**src/rtl/cdt_defs.vh**
```
`ifndef CDT_DEFS_VH
`define CDT_DEFS_VH

// ==========================================================
// Register byte offsets
`define CDT_OFS_CMP1_CTRL 4'h0
`define CDT_OFS_CMP0_TRIM 4'h4
`define CDT_OFS_CMP1_TRIM 4'h8
`define CDT_OFS_CMP1_POL 4'hc

// ==========================================================
// Reset values
`define CDT_RST_CMP1_CTRL 8'h00
`define CDT_RST_TRIM 8'h10
`define CDT_RST_POL 8'h00

// ==========================================================
// Comparator 1 control fields
`define CDT_CTRL_RAW 7
`define CDT_CTRL_ON 6
`define CDT_CTRL_FILT 5
`define CDT_CTRL_FLEN_HI 3
`define CDT_CTRL_FLEN_LO 2
`define CDT_CTRL_BIAS_HI 1
`define CDT_CTRL_BIAS_LO 0

// ==========================================================
// Trim register fields
`define CDT_TRIM_MODE 6
`define CDT_TRIM_REF 5
`define CDT_TRIM_CODE_HI 4
`define CDT_TRIM_CODE_LO 0

// ==========================================================
// Polarity register fields
`define CDT_POL_INV 0

// ==========================================================
// Bits that are never stored and always read 0
`define CDT_CTRL_GAP 4
`define CDT_TRIM_GAP 7
`define CDT_POL_GAP_HI 7
`define CDT_POL_GAP_LO 1

// ==========================================================
// Filter length selections and prior-sample counts
`define CDT_FLEN_NONE 2'h0
`define CDT_FLEN_SHORT 2'h1
`define CDT_FLEN_MID 2'h2
`define CDT_FLEN_LONG 2'h3
`define CDT_RUN_NONE 7'h00
`define CDT_RUN_SHORT 7'h1f
`define CDT_RUN_MID 7'h3f
`define CDT_RUN_LONG 7'h7e

`endif

```
**src/rtl/cdt_sync.v**
```verilog
`timescale 1ns/100ps
`default_nettype none

module cdt_sync (
  input wire clk_in,
  input wire resetn_in,
  input wire async_in,
  output wire sync_out
);

  reg meta_q;
  reg sync_q;

  // ==========================================================
  // Two-stage synchroniser for the comparator level
  always @(posedge clk_in or negedge resetn_in) begin
    if (!resetn_in) begin
      meta_q <= 1'b0;
      sync_q <= 1'b0;
    end else begin
      meta_q <= async_in;
      sync_q <= meta_q;
    end
  end

  assign sync_out = sync_q;

endmodule

`default_nettype wire

```
**src/rtl/cdt_filter.v**
```verilog
`timescale 1ns/100ps
`default_nettype none

module cdt_filter #(
  parameter RUN_W = 7
) (
  input wire clk_in,
  input wire resetn_in,
  input wire sample_in,
  input wire active_level_in,
  input wire [RUN_W-1:0] run_len_in,
  output wire filt_out
);

  reg [RUN_W-1:0] run_q;
  reg [RUN_W-1:0] run_d;
  reg filt_q;
  reg filt_d;
  wire hit;

  assign hit = (sample_in == active_level_in);

  // ==========================================================
  // Count of prior samples at the active level, saturating
  always @* begin
    run_d = run_q;
    if (!hit) begin
      run_d = {RUN_W{1'b0}};
    end else if (run_q != {RUN_W{1'b1}}) begin
      run_d = run_q + {{(RUN_W-1){1'b0}}, 1'b1};
    end
  end

  // ==========================================================
  // Active level only when current and prior run all match
  always @* begin
    if (hit && (run_q >= run_len_in)) begin
      filt_d = active_level_in;
    end else begin
      filt_d = ~active_level_in;
    end
  end

  always @(posedge clk_in or negedge resetn_in) begin
    if (!resetn_in) begin
      run_q <= {RUN_W{1'b0}};
      filt_q <= 1'b0;
    end else begin
      run_q <= run_d;
      filt_q <= filt_d;
    end
  end

  assign filt_out = filt_q;

endmodule

`default_nettype wire

```
**src/rtl/cdt_top.v**
```verilog
// How it works
// - Raw result is 1 when positive input exceeds negative; invert reverses it.
// - Comparator switched off forces its output 0; raw result then equals invert.
// - Invert clear: filtered output high only if current and N prior samples are 1.
// - Invert set: filtered output low only if current and N prior samples are 0.
// - Filter length select: none, 31-32, 63-64 or 126-127 clock periods.
// - Comparator 0 mode bit: 0 normal compare, 1 offset calibration.
// - Comparator 0 holds a writable 5-bit offset trim code.
// - Comparator 1 mode bit and reference select, negative (0) or positive (1).
// - Comparator 1 polarity bit: 0 plain, 1 inverted raw result.
//
// Our own choices: the register offsets and the Avalon-MM register port.
`timescale 1ns/100ps
`default_nettype none
`include "cdt_defs.vh"

module cdt_top #(
  parameter RUN_W = 7
) (
  input wire clk_in,
  input wire resetn_in,
  // Avalon-MM slave
  input wire [3:0] avs_address_in,
  input wire avs_read_in,
  input wire avs_write_in,
  input wire [31:0] avs_writedata_in,
  input wire [3:0] avs_byteenable_in,
  output wire [31:0] avs_readdata_out,
  output wire avs_waitrequest_out,
  // Analogue comparator 1
  input wire cmp1_compare_in,
  output wire cmp1_switch_on_out,
  output wire [1:0] cmp1_bias_current_sel_out,
  output wire cmp1_trim_mode_sel_out,
  output wire cmp1_trim_ref_sel_out,
  output wire [4:0] cmp1_trim_code_out,
  output wire cmp1_raw_result_out,
  output wire cmp1_filtered_result_out,
  // Analogue comparator 0 calibration
  output wire cmp0_trim_mode_sel_out,
  output wire cmp0_trim_ref_sel_out,
  output wire [4:0] cmp0_trim_code_out
);

  // ==========================================================
  // Declarations
  reg ack_q;
  reg [31:0] rdata_q;
  reg [31:0] rdata_d;
  reg [7:0] ctrl_q;
  reg [7:0] ctrl_d;
  reg [7:0] trim0_q;
  reg [7:0] trim0_d;
  reg [7:0] trim1_q;
  reg [7:0] trim1_d;
  reg [7:0] pol_q;
  reg [7:0] pol_d;
  reg raw_q;
  reg raw_d;
  reg [RUN_W-1:0] run_len;
  wire req;
  wire wr_take;
  wire rd_take;
  wire cmp_sync;
  wire cmp_forced;
  wire inv_sel;
  wire filt;
  wire [7:0] ctrl_view;
  wire [7:0] trim0_view;
  wire [7:0] trim1_view;
  wire [7:0] pol_view;

  // ==========================================================
  // Address match on an aligned byte offset
  function hit_at;
    input [3:0] addr;
    input [3:0] ofs;
    begin
      hit_at = (addr == ofs);
    end
  endfunction

  // Byte-lane merge of the low byte of a register
  function [7:0] lane0;
    input [7:0] old;
    input [31:0] wdata;
    input [3:0] be;
    begin
      if (be[0]) begin
        lane0 = wdata[7:0];
      end else begin
        lane0 = old;
      end
    end
  endfunction

  // Read view of a trim register; top bit reads 0
  function [7:0] trim_view;
    input [7:0] t;
    begin
      trim_view = {1'b0, t[`CDT_TRIM_MODE:`CDT_TRIM_CODE_LO]};
    end
  endfunction

  // ==========================================================
  // Bus handshake: one wait cycle, answer at the second edge
  assign req = avs_read_in | avs_write_in;
  assign avs_waitrequest_out = req & ~ack_q;
  assign wr_take = avs_write_in & ~ack_q;
  assign rd_take = avs_read_in & ~ack_q;

  always @(posedge clk_in or negedge resetn_in) begin
    if (!resetn_in) begin
      ack_q <= 1'b0;
    end else begin
      ack_q <= req & ~ack_q;
    end
  end

  // ==========================================================
  // Comparator 1 control register writes
  always @* begin
    ctrl_d = ctrl_q;
    if (wr_take && hit_at(avs_address_in, `CDT_OFS_CMP1_CTRL)) begin
      ctrl_d = lane0(ctrl_q, avs_writedata_in, avs_byteenable_in);
    end
    // Status and unused bits are never stored
    ctrl_d[`CDT_CTRL_RAW] = 1'b0;
    ctrl_d[`CDT_CTRL_FILT] = 1'b0;
    ctrl_d[`CDT_CTRL_GAP] = 1'b0;
  end

  // ==========================================================
  // Trim register writes for both comparators
  always @* begin
    trim0_d = trim0_q;
    if (wr_take && hit_at(avs_address_in, `CDT_OFS_CMP0_TRIM)) begin
      trim0_d = lane0(trim0_q, avs_writedata_in, avs_byteenable_in);
    end
    trim0_d[`CDT_TRIM_GAP] = 1'b0;
  end

  always @* begin
    trim1_d = trim1_q;
    if (wr_take && hit_at(avs_address_in, `CDT_OFS_CMP1_TRIM)) begin
      trim1_d = lane0(trim1_q, avs_writedata_in, avs_byteenable_in);
    end
    trim1_d[`CDT_TRIM_GAP] = 1'b0;
  end

  // ==========================================================
  // Polarity register writes
  always @* begin
    pol_d = pol_q;
    if (wr_take && hit_at(avs_address_in, `CDT_OFS_CMP1_POL)) begin
      pol_d = lane0(pol_q, avs_writedata_in, avs_byteenable_in);
    end
    pol_d[`CDT_POL_GAP_HI:`CDT_POL_GAP_LO] = 7'h00;
  end

  // ==========================================================
  // Comparator 1 control storage
  always @(posedge clk_in or negedge resetn_in) begin
    if (!resetn_in) begin
      ctrl_q <= `CDT_RST_CMP1_CTRL;
    end else begin
      ctrl_q <= ctrl_d;
    end
  end

  // Comparator 0 trim storage
  always @(posedge clk_in or negedge resetn_in) begin
    if (!resetn_in) begin
      trim0_q <= `CDT_RST_TRIM;
    end else begin
      trim0_q <= trim0_d;
    end
  end

  // Comparator 1 trim storage
  always @(posedge clk_in or negedge resetn_in) begin
    if (!resetn_in) begin
      trim1_q <= `CDT_RST_TRIM;
    end else begin
      trim1_q <= trim1_d;
    end
  end

  // Polarity storage
  always @(posedge clk_in or negedge resetn_in) begin
    if (!resetn_in) begin
      pol_q <= `CDT_RST_POL;
    end else begin
      pol_q <= pol_d;
    end
  end

  // ==========================================================
  // Comparator level brought into the clock domain
  cdt_sync u_sync (
    .clk_in(clk_in),
    .resetn_in(resetn_in),
    .async_in(cmp1_compare_in),
    .sync_out(cmp_sync)
  );

  // ==========================================================
  // Raw result with polarity and switch-off forcing
  assign inv_sel = pol_q[`CDT_POL_INV];
  assign cmp_forced = ctrl_q[`CDT_CTRL_ON] & cmp_sync;

  always @* begin
    raw_d = cmp_forced ^ inv_sel;
  end

  always @(posedge clk_in or negedge resetn_in) begin
    if (!resetn_in) begin
      raw_q <= 1'b0;
    end else begin
      raw_q <= raw_d;
    end
  end

  // ==========================================================
  // Prior-sample count chosen by the filter length select
  always @* begin
    case (ctrl_q[`CDT_CTRL_FLEN_HI:`CDT_CTRL_FLEN_LO])
      `CDT_FLEN_NONE: begin
        run_len = `CDT_RUN_NONE;
      end
      `CDT_FLEN_SHORT: begin
        run_len = `CDT_RUN_SHORT;
      end
      `CDT_FLEN_MID: begin
        run_len = `CDT_RUN_MID;
      end
      default: begin
        run_len = `CDT_RUN_LONG;
      end
    endcase
  end

  // ==========================================================
  // Debounce filter; active level follows the invert setting
  cdt_filter #(
    .RUN_W(RUN_W)
  ) u_filter (
    .clk_in(clk_in),
    .resetn_in(resetn_in),
    .sample_in(raw_q),
    .active_level_in(~inv_sel),
    .run_len_in(run_len),
    .filt_out(filt)
  );

  // ==========================================================
  // Read views of each register
  assign ctrl_view = {raw_q, ctrl_q[`CDT_CTRL_ON], filt, 1'b0, ctrl_q[`CDT_CTRL_FLEN_HI:`CDT_CTRL_BIAS_LO]};
  assign trim0_view = trim_view(trim0_q);
  assign trim1_view = trim_view(trim1_q);
  assign pol_view = {7'h00, pol_q[`CDT_POL_INV]};

  // ==========================================================
  // Read data captured at the first request edge, zero if unmapped
  always @* begin
    rdata_d = rdata_q;
    if (rd_take) begin
      if (hit_at(avs_address_in, `CDT_OFS_CMP1_CTRL)) begin
        rdata_d = {24'h000000, ctrl_view};
      end else if (hit_at(avs_address_in, `CDT_OFS_CMP0_TRIM)) begin
        rdata_d = {24'h000000, trim0_view};
      end else if (hit_at(avs_address_in, `CDT_OFS_CMP1_TRIM)) begin
        rdata_d = {24'h000000, trim1_view};
      end else if (hit_at(avs_address_in, `CDT_OFS_CMP1_POL)) begin
        rdata_d = {24'h000000, pol_view};
      end else begin
        rdata_d = 32'h00000000;
      end
    end
  end

  always @(posedge clk_in or negedge resetn_in) begin
    if (!resetn_in) begin
      rdata_q <= 32'h00000000;
    end else begin
      rdata_q <= rdata_d;
    end
  end

  assign avs_readdata_out = rdata_q;

  // ==========================================================
  // Comparator 1 analogue controls
  assign cmp1_switch_on_out = ctrl_q[`CDT_CTRL_ON];
  assign cmp1_bias_current_sel_out = ctrl_q[`CDT_CTRL_BIAS_HI:`CDT_CTRL_BIAS_LO];
  assign cmp1_trim_mode_sel_out = trim1_q[`CDT_TRIM_MODE];
  assign cmp1_trim_ref_sel_out = trim1_q[`CDT_TRIM_REF];
  assign cmp1_trim_code_out = trim1_q[`CDT_TRIM_CODE_HI:`CDT_TRIM_CODE_LO];
  assign cmp1_raw_result_out = raw_q;
  assign cmp1_filtered_result_out = filt;

  // ==========================================================
  // Comparator 0 calibration controls
  assign cmp0_trim_mode_sel_out = trim0_q[`CDT_TRIM_MODE];
  assign cmp0_trim_ref_sel_out = trim0_q[`CDT_TRIM_REF];
  assign cmp0_trim_code_out = trim0_q[`CDT_TRIM_CODE_HI:`CDT_TRIM_CODE_LO];

endmodule

`default_nettype wire

```
**config.mk**
```make
export PLATFORM = sky130hd
export DESIGN_NAME = cdt_top
export DESIGN_NICKNAME = d
export VERILOG_FILES = /design/src/rtl/cdt_sync.v /design/src/rtl/cdt_filter.v /design/src/rtl/cdt_top.v
export VERILOG_INCLUDE_DIRS = /design/src /design/src/rtl
export SDC_FILE = /design/constraint.sdc
export NUM_CORES = 1
export LEC_CHECK = 0
export BUFFER_PORTS_ARGS = -buffer_cell sky130_fd_sc_hd__buf_4
export CORE_ASPECT_RATIO = 1.75
export CORE_MARGIN = 4
export CORE_UTILIZATION = 45
export CTS_CLUSTER_SIZE = 12
export DETAILED_ROUTE_END_ITERATION = 8
export PLACE_DENSITY = 0.77
export REMOVE_ABC_BUFFERS = 1
export SKIP_LAST_GASP = 1
export SYNTH_ARGS = -nofsm -noshare
export SYNTH_HDL_FRONTEND = slang
export SYNTH_HIERARCHICAL = 1
export SYNTH_SLANG_ARGS = --single-unit
```
**constraint.sdc**
```tcl
create_clock -name clk_in -period 3.3 [get_ports clk_in]
set_input_delay 0.66 -clock clk_in [delete_from_list [all_inputs] [get_ports clk_in]]
set_output_delay 0.66 -clock clk_in [all_outputs]
set_load 0.005 [all_outputs]
```
### Word level (Yosys, flattened, before mapping)

Cells that the tools add are included.
Widths: inputs -> output; s select.

| operators by class | value |
|---|---|
| $add $sub $neg | 1 |
| magnitude comparators | 1 |
| equality and inequality tests | 8 |
| mux-type cells | 8 |
| bitwise gates (word level) | 8 |
| reduce and logical (&&, ||, !) cells | 11 |

Operators with widths:

| cell | number |
|---|---|
| $mux 7 | 4 |
| $pmux 7 s3 | 1 |
| $eq 4x4->1 const B | 2 |
| $mux 8 | 1 |
| $reduce_and 2->1 | 4 |
| $add 7x1->7 const B | 1 |
| $ge 7x7->1 | 1 |
| $ne 7x7->1 const B | 1 |
| $logic_and 1x1->1 | 5 |
| $and 1x1->1 | 4 |
| $eq 4x3->1 const B | 1 |
| $logic_not 4->1 | 1 |
| $eq 2x1->1 const B | 1 |
| $eq 2x2->1 const B | 1 |
| $logic_not 2->1 | 1 |
| $mux 1 | 2 |
| $ne 2x2->1 const B | 1 |
| $not 1->1 | 2 |
| $eq 1x1->1 | 1 |
| $or 1x1->1 | 1 |
| $xor 1x1->1 | 1 |

| word-level totals | value |
|---|---|
| register bits after elaboration | 64 |
| input port bits | 45 |
| output and inout bits | 52 |
| logic and storage cells | 48 |

### Depth between registers and ports, before layout

Gate-level depths: netlist (run 1).

| depth | value |
|---|---|
| word-level depth | 5 |
| gate-level depth with buffers | 9 |
| depth with buffers taken out | 9 |

### Cells and area by module

Netlist (run 1), hierarchy kept.

Modules (own cells, without submodules):

| module | times used | cells an instance | area each (um^2) | sequential area each (um^2) |
|---|---|---|---|---|
| cdt_top | 1 | 141 | 1591.5 | 753.2 |
| cdt_filter | 1 | 55 | 538.0 | 200.2 |
| cdt_sync | 1 | 2 | 50.0 | 50.0 |

### Worst setup path after synthesis (run 1)

Ideal clock, no wire load.

| path | value |
|---|---|
| kind | reg2reg |
| start | register ctrl_q[3] |
| end | register u_filter.filt_q, in the netlist u_filter/filt_out |
| setup time | 79 ps |
| data arrival time | 1588 ps |
| required time | 3221 ps |
| slack | 1632 ps |
| stages on the path, launching flop included | 9 |
| path buffers | 0 |
| clock period less this slack | 1668 ps |
| cell sequence | dfrtp_1 -> ha_1 -> or2_2 -> inv_1 -> ha_1 -> nand2_1 -> o21ai_0 -> a21oi_1 -> mux2i_1 |

| between the ends | value |
|---|---|
| word-level cells in the longest chain between the ends | 5 |
| elaborated cells between the ends (all ways) | 7 |
| those cells by class | order compare: 1; eq/ne: 2; mux: 2; reduce/logical: 2 |

RTL lines:

| what | RTL line | text |
|---|---|---|
| start: declaration | cdt_top.v:50 | `reg [7:0] ctrl_q;` |
| start signal: assignment | cdt_top.v:165 | `` ctrl_q <= `CDT_RST_CMP1_CTRL; `` |
| start signal: assignment | cdt_top.v:167 | `ctrl_q <= ctrl_d;` |
| $eq 2x2->1, or another cell as far along | cdt_top.v:227 | `` case (ctrl_q[`CDT_CTRL_FLEN_HI:`CDT_CTRL_FLEN_LO]) `` |
| $pmux 7 s3 * | cdt_top.v:227 |  |
| net run_len[6] | cdt_top.v:60 | `reg [RUN_W-1:0] run_len;` |
| $ge 7x7->1 * | cdt_filter.v:37 | `if (hit && (run_q >= run_len_in)) begin` |
| $logic_and 1x1->1 * | cdt_filter.v:37 |  |
| $mux 1 * | cdt_filter.v:37 |  |
| net u_filter.filt_d | cdt_filter.v:18 | `reg filt_d;` |
| end signal: assignment | cdt_filter.v:50 | `filt_q <= filt_d;` |
| end: declaration | cdt_filter.v:17 | `reg filt_q;` |

Mark *: on every way through the listed nets, which the timed path passes. The rest lies on a longest branch.
A chain may end at the register's enable or synchronous reset.

### Worst setup path in the final report (run 1)

| path | value |
|---|---|
| start | register ctrl_q[2] |
| end | register u_filter.filt_q, in the netlist u_filter/filt_out |

The elaborated chain is that of the path after synthesis.

==> results.md, run 1 <==
- Compound-Gate Fraction of Synth Area: 9.82%
- CP Data Required Time: 3.52 ns
- Leakage: 0.00132 µW
- Synth Warn #: 6
- Max-cap violation count: 0
- Fraction of the mapped netlist area in adder cells: 6.31%
- Pre-antenna DRT Iters: 4
- Clock slew at reported path FFs: 0.08 ns
- CP startpoint kind: flop
- Switch share: 27.9%
- Crit Path Max Fanout: 4
- Final Max Slew Viols: 0
- Die X: 60.6 µm
- Skew-Pair Late Insertion Delay: 0.29 ns
- Routed Antenna Nets: 0
- Combinational share of power: 24.3%
- Clock Skew: 0.00532 ns
- Via count: 1,519
- RSZ-0062 raised after global routing: no
- CP endpoint kind: flop
- Worst r2r path cells: 9
- NetSw: 373 µW
- Diode count: 0
- Part of the power in registers: 46.5%
- Largest net degree at the start of global routing: 41
- Clock power share: 29.2%
- Worst Max-Slew Pin Slew: 0.548 ns
- # clock sinks: 40
- Reg2reg end: u_filter/filt_out$_DFF_PN0_
- Drt wl/cell: 14.3 µm
- Global-route wire length before repair: 7080 µm
- Synth area leaders: dfrtp_1 44%, mux2_2 10%, buf_4 9.0%
- Finished Cell Area: 2570 µm²
- Largest family of logic cells by synthesized area: simple AND/OR/NAND/NOR gates
- Fin crit share: 56.5%
- Die Y: 100 µm
- Peak supply drop: 0.000354 V
- Area share of xor/xnor cells in the synthesized design: 1.21%
- Cts hold-fix bufs: 0
- Final min period: 1.87 ns
- Worst Path Arrival: 2.08 ns
- DRC: 0
- FF-to-FF setup slack: 1.43 ns
- H-Tree Depth: 2
- Peak Freq: 536 MHz
- Setup TNS: 0 ns
- Register Area: 1000 µm²
- Critical path, cell by cell: inv_1, ha_1, or2_2, inv_1, ha_1, nand2_1, o21ai_0, a21oi_1, mux2i_1
- Unique masters post-synth: 33
- IO Port Bufs: 44
- Worst hold slack: 0.324 ns
- Layout cell share with drive strength beyond 1: 33.9%
- GRT Util Overall: 15.4%
- Final Setup Violations: 0
- Num rows: 33
- DP Area: 2460 µm²
- Nets: 300
- 1st-iter DRT viols: 8
- Area Growth Syn to Fin: 17.7%
- Top cell type by total area after synthesis: dfrtp_1
- Slew HR: 63.4%
- Worst min path class: input pin to async pin
- Area of the multi-input gates: 1010 µm²
- Total global routing overflow: 0
- Initial Util: 46.3%
- Initial antenna violation count: 0
- CTS Buf Count: 5
- Post-synthesis register bit count: 40
- Status: finished clean
- Hold Fails Final Rpt: 0
- Critical path type: flop to flop
- Routed WL: 4230 µm
- Reg2reg start: ctrl_q[2]$_DFFE_PN0P_
- Number of global-route vias before repair: 1,537
- Syn Area/Cell: 11.0 µm²
- Post-CTS setup buffers: 0
- Critical path's largest stage delay: 0.41 ns
- GPL Wtd Cong: 0.750
- Root Driver: clkbuf_8
- Simple-gate share of the synthesized area: 12.6%
- PD cells: 521 nW/µm²
- Seq/Total Area, Yosys: 46.0%
- Post-synth top area share: 43.6%
- Detailed placement HPWL: 3410 µm
- Number of cells produced by synthesis: 198
- Die ar.: 6060 µm²
- Mux cell area share after synthesis: 12.3%
- CTS resizes: 0
- Top-Level Pins: 97
- CTS tree: yes
- Core area: 4710 µm²
- Post-DR vias/cell: 5.11
- Filler cell count: 440
- Slowest cell on the critical path: dfrtp_1
- Internal power: 964 µW
- CTS Buffer Depth: 2
- Mapped cell area: 2180 µm²
layer usage:
| layer | vias to the layer above | track usage (%) | routed length, µm |
|---|---|---|---|
| met1 | 745 | 15.3 | 1450 |
| met3 | 6 | 3.22 | 209 |
| met4 | 0 | 6.34 | 78 |
| met2 | 42 | 29.0 | 2500 |
| li1 | 726 | - | - |
| met5 | - | 0 | 0 |
power groups by stage:
stage / Sequential [µW] / Combinational [µW] / Clock, µW
global placement: 628 / 320 / 0
floorplan: 620 / 184 / 0
detailed placement: 631 / 332 / 0
CTS: 621 / 334 / 406
finish: 622 / 325 / 391
global route: 632 / 372 / 423
sequential cells by signal (all words and copies together), names as in the netlist:
| signal | cells |
|---|---|
| trim0_q | 7 |
| pol_q | 1 |
| u_filter/filt_out | 1 |
| u_sync/sync_out | 1 |
| ctrl_q | 5 |
| avs_readdata_out | 8 |
| u_filter/run_q | 7 |
| u_sync/meta_q | 1 |
| ack_q | 1 |
| trim1_q | 7 |
| cmp1_raw_result_out | 1 |
per-stage QoR:
stage / utilization, % / cells / setup WS [ns] / total power, µW
after floorplan: - / 193 / 1.63 / 804
after global placement: 52.2 / 289 / 1.34 / 947
after detailed placement: 52.2 / 289 / 1.36 / 963
after CTS: 54.5 / 297 / 1.43 / 1360
after global routing: 54.5 / 297 / 1.24 / 1430
final: 54.5 / 297 / 1.43 / 1340
kinds of logic after synthesis:
logic type      after synthesis
simple gates                 45
buf+inv                      41
flops                        40
compound gates               34
mux                          23
fa+ha+maj                    11
xor+xnor                      3
other cells                   1
cell type report:
class                   instances  area share, %
multi-input cells             140           39.4
flip-flops and latches         40           39.1
repair buffers                 44           12.9
clock buffers                   6           2.83
well taps                      52           2.54
inverters                      13           1.90
clock inverters                 2           1.37
critical path: cells and delay by family (launching register included):
kind                       cells  cell delay, ns
adders and majority gates      2            0.41
DFF                            1            0.41
and+or+nand+nor                2            0.34
AOI/OAI and AO/OA              2            0.28
muxes                          1            0.21
buffers and inverters          2            0.14
synthesized netlist by cell type:
library cell / count
nand3_2: 2
clkbuf_1: 2
xnor2_1: 2
or2_2: 2
nor2b_1: 8
a211oi_2: 1
and3_2: 1
nand3_4: 1
nor4b_4: 1
inv_1: 13
conb_1: 1
nor3_1: 1
buf_4: 26
nor2_1: 8
xor2_1: 1
mux4_2: 1
a22o_1: 3
dfrtp_1: 38
o21ai_0: 8
o31ai_1: 5
ha_1: 11
mux2i_1: 2
dfstp_2: 2
a21oi_1: 10
and3_1: 1
a31oi_1: 4
o21bai_1: 3
and4_4: 1
nand4_1: 1
nand2_1: 10
mux2_2: 20
nand3_1: 2
nand2b_1: 6
cell usage in the layout (no fill, tap or decap), drive strengths merged, types with 2 or more instances in the layout:
| cell type | instances |
|---|---|
| a21oi | 10 |
| a22o | 3 |
| a31oi | 4 |
| and3 | 2 |
| buf | 44 |
| clkbuf | 6 |
| conb | 24 |
| dfrtp | 38 |
| dfstp | 2 |
| ha | 11 |
| inv | 13 |
| mux2 | 20 |
| mux2i | 2 |
| nand2 | 10 |
| nand2b | 6 |
| nand3 | 5 |
| nor2 | 8 |
| nor2b | 8 |
| o21ai | 8 |
| o21bai | 3 |
| o31ai | 5 |
| or2 | 2 |
| xnor2 | 2 |
worst max path at each step:
stage / start / endpoint / slack, ns / cells past startpoint
2_1_floorplan: ctrl_q[3]$_DFFE_PN0P_ / u_filter/filt_out$_DFF_PN0_ / 1.63 / 8
3_3_place_gp: avs_address_in[1] / ctrl_q[0]$_DFFE_PN0P_ / 1.34 / 4
3_5_place_dp: avs_address_in[1] / ctrl_q[6]$_DFFE_PN0P_ / 1.36 / 4
4_1_cts: ctrl_q[2]$_DFFE_PN0P_ / u_filter/filt_out$_DFF_PN0_ / 1.43 / 9
5_1_grt: ctrl_q[2]$_DFFE_PN0P_ / u_filter/filt_out$_DFF_PN0_ / 1.24 / 9
6_report: ctrl_q[2]$_DFFE_PN0P_ / u_filter/filt_out$_DFF_PN0_ / 1.43 / 9
No activity file was read; power rests on OpenSTA's default activity.
==> inputs of run 2 (changes only) <==
Clock period 3.3 ns to 1.89 ns, I/O delays scaled along.
==> run 2 against run 1 <==
  * Combinational power up 87%
  * Clock power grew 74%
  * Via count fell by 0.99%
  * Flip-flop and latch count did not move
  * Total power up 78%
  * Non-clock buffer count is the same
  * Hold slack worse by 0.28 ns
  * Critical endpoint unchanged
==> results.md, run 2 (synthesis results as in run 1) <==
- CTS Buffer Depth: 2 (unchanged)
- Max reg flops: 8 (unchanged)
- Core area: 4710 µm² (unchanged)
- Pwr Total: 2380 µW (was 1340 µW)
- # clock sinks: 40 (unchanged)
- CP startpoint kind: flop (unchanged)
- CTS Buf Count: 5 (unchanged)
- Detailed placement HPWL: 3410 µm (unchanged)
- Grt peak-use layer: met2 (unchanged)
- Inst Count DP: 289 (unchanged)
- Die Y: 100 µm (unchanged)
- Buf/Inv on CP: 2 (unchanged)
- Total global routing overflow: 0 (unchanged)
- Initial Util: 46.3% (unchanged)
- Drt wl/cell: 14.4 µm (was 14.3 µm)
- Critical path, cell by cell: inv_2, ha_1, or2_4, inv_2, ha_1, nand2_2, o21ai_2, a21oi_2, mux2i_1 (was inv_1, ha_1, or2_2, inv_1, ha_1, nand2_1, o21ai_0, a21oi_1, mux2i_1)
- Worst min path class: input pin to async pin (unchanged)
- Layout cell share with drive strength beyond 1: 38.0% (was 33.9%)
- CTS tree: yes (unchanged)
- Crit Path Max Fanout: 4 (unchanged)
- Status: finished clean (unchanged)
- Setup TNS: 0 ns (unchanged)
- Post-CTS setup buffers: 0 (unchanged)
- Final Setup Violations: 0 (unchanged)
- IO Port Bufs: 44 (unchanged)
- Routed WL: 4270 µm (was 4230 µm)
- Met2 usage: 29.0% (unchanged)
- CTS resizes: 0 (unchanged)
- Num rows: 33 (unchanged)
- Final min period: 1.73 ns (was 1.87 ns)
- Largest net degree at the start of global routing: 41 (unchanged)
- GRT Util Overall: 15.4% (unchanged)
- Final Max Slew Viols: 0 (unchanged)
- Nets: 300 (unchanged)
- Die X: 60.6 µm (unchanged)
- 1st-iter DRT viols: 9 (was 8)
- Die ar.: 6060 µm² (unchanged)
- Fin crit share: 91.6% (was 56.5%)
- Commonest cells after routing, fill and taps aside: 44 x buf_4, 38 x dfrtp_1, 24 x conb_1, 20 x mux2_2, 10 x inv_1 (was 44 x buf_4, 38 x dfrtp_1, 24 x conb_1, 20 x mux2_2, 13 x inv_1)
- PD cells: 914 nW/µm² (was 521 nW/µm²)
- M1 GR Usage: 15.3% (unchanged)
- Worst Path Arrival: 1.95 ns (was 2.08 ns)
- Routed Antenna Nets: 0 (unchanged)
- Max-cap violation count: 0 (unchanged)
- Commonest non-fill, non-tap cell in the layout: buf_4 (unchanged)
- GR Util met3: 3.22% (unchanged)
- Peak supply drop: 0.000619 V (was 0.000354 V)
- Non-Filler Instances: 297 (unchanged)
- Hold Fails Final Rpt: 0 (unchanged)
- Critical path's largest stage delay: 0.42 ns (was 0.41 ns)
- DRC: 0 (unchanged)
- Pre-antenna DRT Iters: 4 (unchanged)
- Worst Max-Slew Pin Slew: 0.558 ns (was 0.548 ns)
- RSZ-0062 raised after global routing: no (unchanged)
- GPL Wtd Cong: 0.750 (unchanged)
- CP endpoint kind: flop (unchanged)
- Diode count: 0 (unchanged)
- Kind of cell adding the most delay to the critical path: adder cells (unchanged)
- Root Driver: clkbuf_8 (unchanged)
- Via count: 1,504 (was 1,519)
- Number of global-route vias before repair: 1,537 (unchanged)
- Post-DR vias/cell: 5.06 (was 5.11)
- Slew HR: 62.7% (was 63.4%)
- Filler cell count: 435 (was 440)
- Clock slew at reported path FFs: 0.08 ns (about the same)
- Global-route wire length before repair: 7080 µm (unchanged)
- Clock Skew: 0.00479 ns (was 0.00532 ns)
- Skew-Pair Late Insertion Delay: 0.29 ns (about the same)
- Peak Freq: 577 MHz (was 536 MHz)
- CP Data Required Time: 2.11 ns (was 3.52 ns)
- Leakage: 0.00132 µW (about the same)
- Area Growth Syn to Fin: 19.3% (was 17.7%)
- H-Tree Depth: 2 (unchanged)
- Critical path type: flop to flop (unchanged)
- Cts hold-fix bufs: 0 (unchanged)
- Initial antenna violation count: 0 (unchanged)
- Top-Level Pins: 97 (unchanged)
- Slowest cell on the critical path: dfrtp_1 (unchanged)
run 2: cell types whose count changed in the layout (fill, tap and decap cells not counted), moves of 2 or more:
cell	previous run	this run
a21oi_1	10	7
a21oi_2	0	3
inv_1	13	10
inv_2	0	3
ha_1	11	9
o21ai_0	8	6
run 2: metal layers:
layer	vias to the layer above	wire length, µm
li1	721	-
met1	734	1430
met2	42	2540
met3	7	217
met4	0	82
met5	-	0
run 2: worst reg2reg max path: stages, from the launching register on:
cell and delay, ns:
dfrtp_1 0.42, inv_2 0.06, ha_1 0.20, or2_4 0.23
inv_2 0.05, ha_1 0.23, nand2_2 0.09, o21ai_2 0.07
a21oi_2 0.13, mux2i_1 0.20
run 2: cell type report:
class | instances | area, µm² | area share [%]
clock buffers | 6 | 72.6 | 2.79
clock inverters | 2 | 35.0 | 1.35
inverters | 13 | 48.8 | 1.88
multi-input cells | 140 | 1050 | 40.2
flip-flops and latches | 40 | 1000 | 38.6
well taps | 52 | 65.1 | 2.50
repair buffers | 44 | 330 | 12.7
run 2: metrics by stage:
| step | cell area (µm²) | setup slack (ns) | util, % | hold WS, ns |
|---|---|---|---|---|
| after floorplan | 2060 | 0.222 | - | 0.0824 |
| after global placement | 2460 | 0.0799 | 52.2 | 0.336 |
| after detailed placement | 2460 | 0.0582 | 52.2 | 0.340 |
| after CTS | 2570 | 0.0153 | 54.5 | 0.0609 |
| after global routing | 2600 | 0.0312 | 55.3 | 0.0763 |
| final | 2600 | 0.158 | 55.3 | 0.0427 |
run 2: worst paths after layout:
kind / endpoint / slack [ns] / start / cells past startpoint
setup / recovery: u_filter/filt_out$_DFF_PN0_ / 0.16 / ctrl_q[2]$_DFFE_PN0P_ / 9
hold / removal: avs_readdata_out[2]$_DFFE_PN0P_ / 0.04 / resetn_in / 1
setup reg to reg: u_filter/filt_out$_DFF_PN0_ / 0.16 / ctrl_q[2]$_DFFE_PN0P_ / 9
hold reg to reg: u_sync/sync_out$_DFF_PN0_ / 0.35 / u_sync/meta_q$_DFF_PN0_ / 0
max in group asynchronous: trim1_q[4]$_DFFE_PN1P_ / 1.48 / resetn_in / 1
min in group clk_in: u_sync/meta_q$_DFF_PN0_ / 0.19 / cmp1_compare_in / 1
run 2: where the power goes:
| group | leakage (µW) | total (µW) | internal, µW | switching [µW] |
|---|---|---|---|---|
| clock network | 0.0000552 | 681 | 392 | 290 |
| registers | 0.000526 | 1090 | 979 | 108 |
| logic | 0.000742 | 609 | 334 | 275 |
| total | 0.00132 | 2380 | 1700 | 673 |
==> inputs of run 3 (changes only) <==
Settings changed: CORE_UTILIZATION 45 to 36, PLACE_DENSITY 0.77 to default, SLEW_MARGIN from default to 10.
==> run 3 against run 2 <==
  * Design area shrank 0.34%
  * First-iteration DRC count increased to 5.3 times the previous value
  * Clock power decreased by 14%
  * Hold slack gained 0.0098 ns
  * Sequential share of layout area up 0.13 points
  * Via count fell by 0.80%
  * Die area increased by 22%
  * Global-route usage decreased by 3.0 points
==> results.md, run 3 (synthesis results as in run 1) <==
- Worst Path Arrival: 1.96 ns (was 1.95 ns)
- Reg2reg end: u_filter/filt_out$_DFF_PN0_ (unchanged)
- Worst min path class: input pin to async pin (unchanged)
- Total global routing overflow: 0 (unchanged)
- Cts hold-fix bufs: 0 (unchanged)
- Initial antenna violation count: 0 (unchanged)
- Post-DR vias/cell: 4.62 (was 5.06)
- Final Max Slew Viols: 0 (unchanged)
- CP startpoint kind: flop (unchanged)
- Commonest cells after routing, fill and taps aside: 44 x buf_4, 38 x dfrtp_1, 24 x conb_1, 20 x mux2_2, 11 x inv_1 (was 44 x buf_4, 38 x dfrtp_1, 24 x conb_1, 20 x mux2_2, 10 x inv_1)
- Crit Path Max Fanout: 5 (was 4)
- Clock slew at reported path FFs: 0.08 ns (about the same)
- Met2 usage: 22.9% (was 29.0%)
- NetSw: 666 µW (was 673 µW)
- Die Y: 111 µm (was 100 µm)
- Pre-antenna DRT Iters: 4 (unchanged)
- Slowest cell on the critical path: dfrtp_1 (unchanged)
- Number of global-route vias before repair: 1,465 (was 1,537)
- Crit. Startpoint: ctrl_q[3]$_DFFE_PN0P_ (was ctrl_q[2]$_DFFE_PN0P_)
- Peak supply drop: 0.000603 V (was 0.000619 V)
- Max reg flops: 8 (unchanged)
- Clock power share: 25.9% (was 28.7%)
- Part of the power in registers: 48.3% (was 45.7%)
- GR Util met3: 1.62% (was 3.22%)
- Post-layout util: 44.1% (was 55.3%)
- Clock Skew: 0.00648 ns (was 0.00479 ns)
- Switch share: 29.5% (was 28.3%)
- Global-route wire length before repair: 7050 µm (was 7080 µm)
- Hold Fails Final Rpt: 0 (unchanged)
- Max-cap violation count: 0 (unchanged)
- DRC: 0 (unchanged)
- Top-Level Pins: 97 (unchanged)
- Nets: 300 (unchanged)
- PD cells: 871 nW/µm² (was 914 nW/µm²)
- Combinational share of power: 25.8% (was 25.6%)
- IO Port Bufs: 44 (unchanged)
- Drt wl/cell: 13.3 µm (was 14.4 µm)
- GRT Util Overall: 12.4% (was 15.4%)
- Root Driver: clkbuf_8 (unchanged)
- Detailed placement HPWL: 3440 µm (was 3410 µm)
- CTS tree: yes (unchanged)
- M1 GR Usage: 13.4% (was 15.3%)
- Pwr Total: 2260 µW (was 2380 µW)
- Largest net degree at the start of global routing: 41 (unchanged)
- CP Data Required Time: 2.10 ns (was 2.11 ns)
- Critical path's largest stage delay: 0.44 ns (was 0.42 ns)
- Core area: 5880 µm² (was 4710 µm²)
- Die ar.: 7410 µm² (was 6060 µm²)
- Setup TNS: 0 ns (unchanged)
- Leakage: 0.00132 µW (about the same)
- Reg2reg start: ctrl_q[3]$_DFFE_PN0P_ (was ctrl_q[2]$_DFFE_PN0P_)
- Internal power: 1590 µW (was 1700 µW)
- Via count: 1,492 (was 1,504)
- H-Tree Depth: 2 (unchanged)
- Initial Util: 37.1% (was 46.3%)
- Slew HR: 64.0% (was 62.7%)
- Worst r2r path cells: 8 (was 9)
- Routed WL: 4300 µm (was 4270 µm)
- Routed Antenna Nets: 0 (unchanged)
- Critical path type: flop to flop (unchanged)
- Die X: 66.8 µm (was 60.6 µm)
- GPL Wtd Cong: 0.791 (was 0.750)
- RSZ-0062 raised after global routing: no (unchanged)
- Final Setup Violations: 0 (unchanged)
- Critical path, cell by cell: ha_2, or2_2, inv_1, ha_1, nand2_2, o21ai_1, a21oi_2, mux2i_1 (was inv_2, ha_1, or2_4, inv_2, ha_1, nand2_2, o21ai_2, a21oi_2, mux2i_1)
- 1st-iter DRT viols: 48 (was 9)
- Skew-Pair Late Insertion Delay: 0.29 ns (about the same)
- Crit path to: u_filter/filt_out$_DFF_PN0_ (unchanged)
- # clock sinks: 40 (unchanged)
- Final min period: 1.75 ns (was 1.73 ns)
- Peak Freq: 572 MHz (was 577 MHz)
- CTS Buffer Depth: 2 (unchanged)
- FF-to-FF setup slack: 0.14 ns (was 0.16 ns)
- Status: finished clean (unchanged)
- Num rows: 37 (was 33)
- Fin crit share: 92.6% (was 91.6%)
- CTS Buf Count: 5 (unchanged)
- CP endpoint kind: flop (unchanged)
- Diode count: 0 (unchanged)
- Layout cell share with drive strength beyond 1: 36.3% (was 38.0%)
- Grt peak-use layer: met2 (unchanged)
- Commonest non-fill, non-tap cell in the layout: buf_4 (unchanged)
- Area Growth Syn to Fin: 18.9% (was 19.3%)
- Worst Max-Slew Pin Slew: 0.540 ns (was 0.558 ns)
## run 3: routing by layer
metal  up-vias  part of all wire (%)
li1        727                     -
met3         4                   4.3
met1       721                    36
met2        40                    58
met4         0                   1.6
met5         -                     0
## run 3: repair_timing
| action | in CTS | in global routing |
|---|---|---|
| endpoints found under the setup margin | 0 | 1 |
| resized for setup | 0 | 7 |
| buffers inserted | 0 | 0 |
## run 3: cell type report
class                           instances  area (µm²)
Fill cell                             596        3290
Multi-Input combinational cell        140        1020
Sequential cell                        40        1000
Timing Repair Buffer                   44         330
Tap cell                               78        97.6
Clock buffer                            6        82.6
Inverter                               13        48.8
Clock inverter                          2        10.0
## run 3: worst min path at each step
stage,to,slack [ns],cells past startpoint
after floorplan,ack_q$_DFF_PN0_,0.08,0
after global placement,u_sync/sync_out$_DFF_PN0_,0.33,0
after detailed placement,u_sync/sync_out$_DFF_PN0_,0.34,0
after CTS,trim0_q[3]$_DFFE_PN0P_,0.07,1
after global routing,trim0_q[2]$_DFFE_PN0P_,0.10,1
final,trim0_q[3]$_DFFE_PN0P_,0.05,1
## run 3: worst max-delay path: cells and delay by family (launching register included)
kind                       cells  cell delay, ns
AOI/OAI and AO/OA              2            0.22
adders and majority gates      2            0.42
buffers and inverters          1            0.06
DFF                            1            0.44
muxes                          1            0.19
and+or+nand+nor                2            0.35
## run 3: power by group through the flow
| stage | registers, µW | clock network (µW) | logic [µW] |
|---|---|---|---|
| after floorplan | 1080 | 0 | 321 |
| after global placement | 1110 | 0 | 564 |
| after detailed placement | 1110 | 0 | 577 |
| after CTS | 1090 | 609 | 579 |
| after global routing | 1110 | 630 | 663 |
| final | 1090 | 584 | 582 |
## run 3: through the flow
stage	instance area, µm²	setup slack [ns]	hold WS [ns]	instances
floorplan	2060	0.222	0.0824	193
global placement	2490	0.0615	0.334	315
detailed placement	2490	0.0506	0.341	315
CTS	2580	0.0318	0.0721	323
global route	2590	0.00686	0.102	323
finish	2590	0.140	0.0526	323
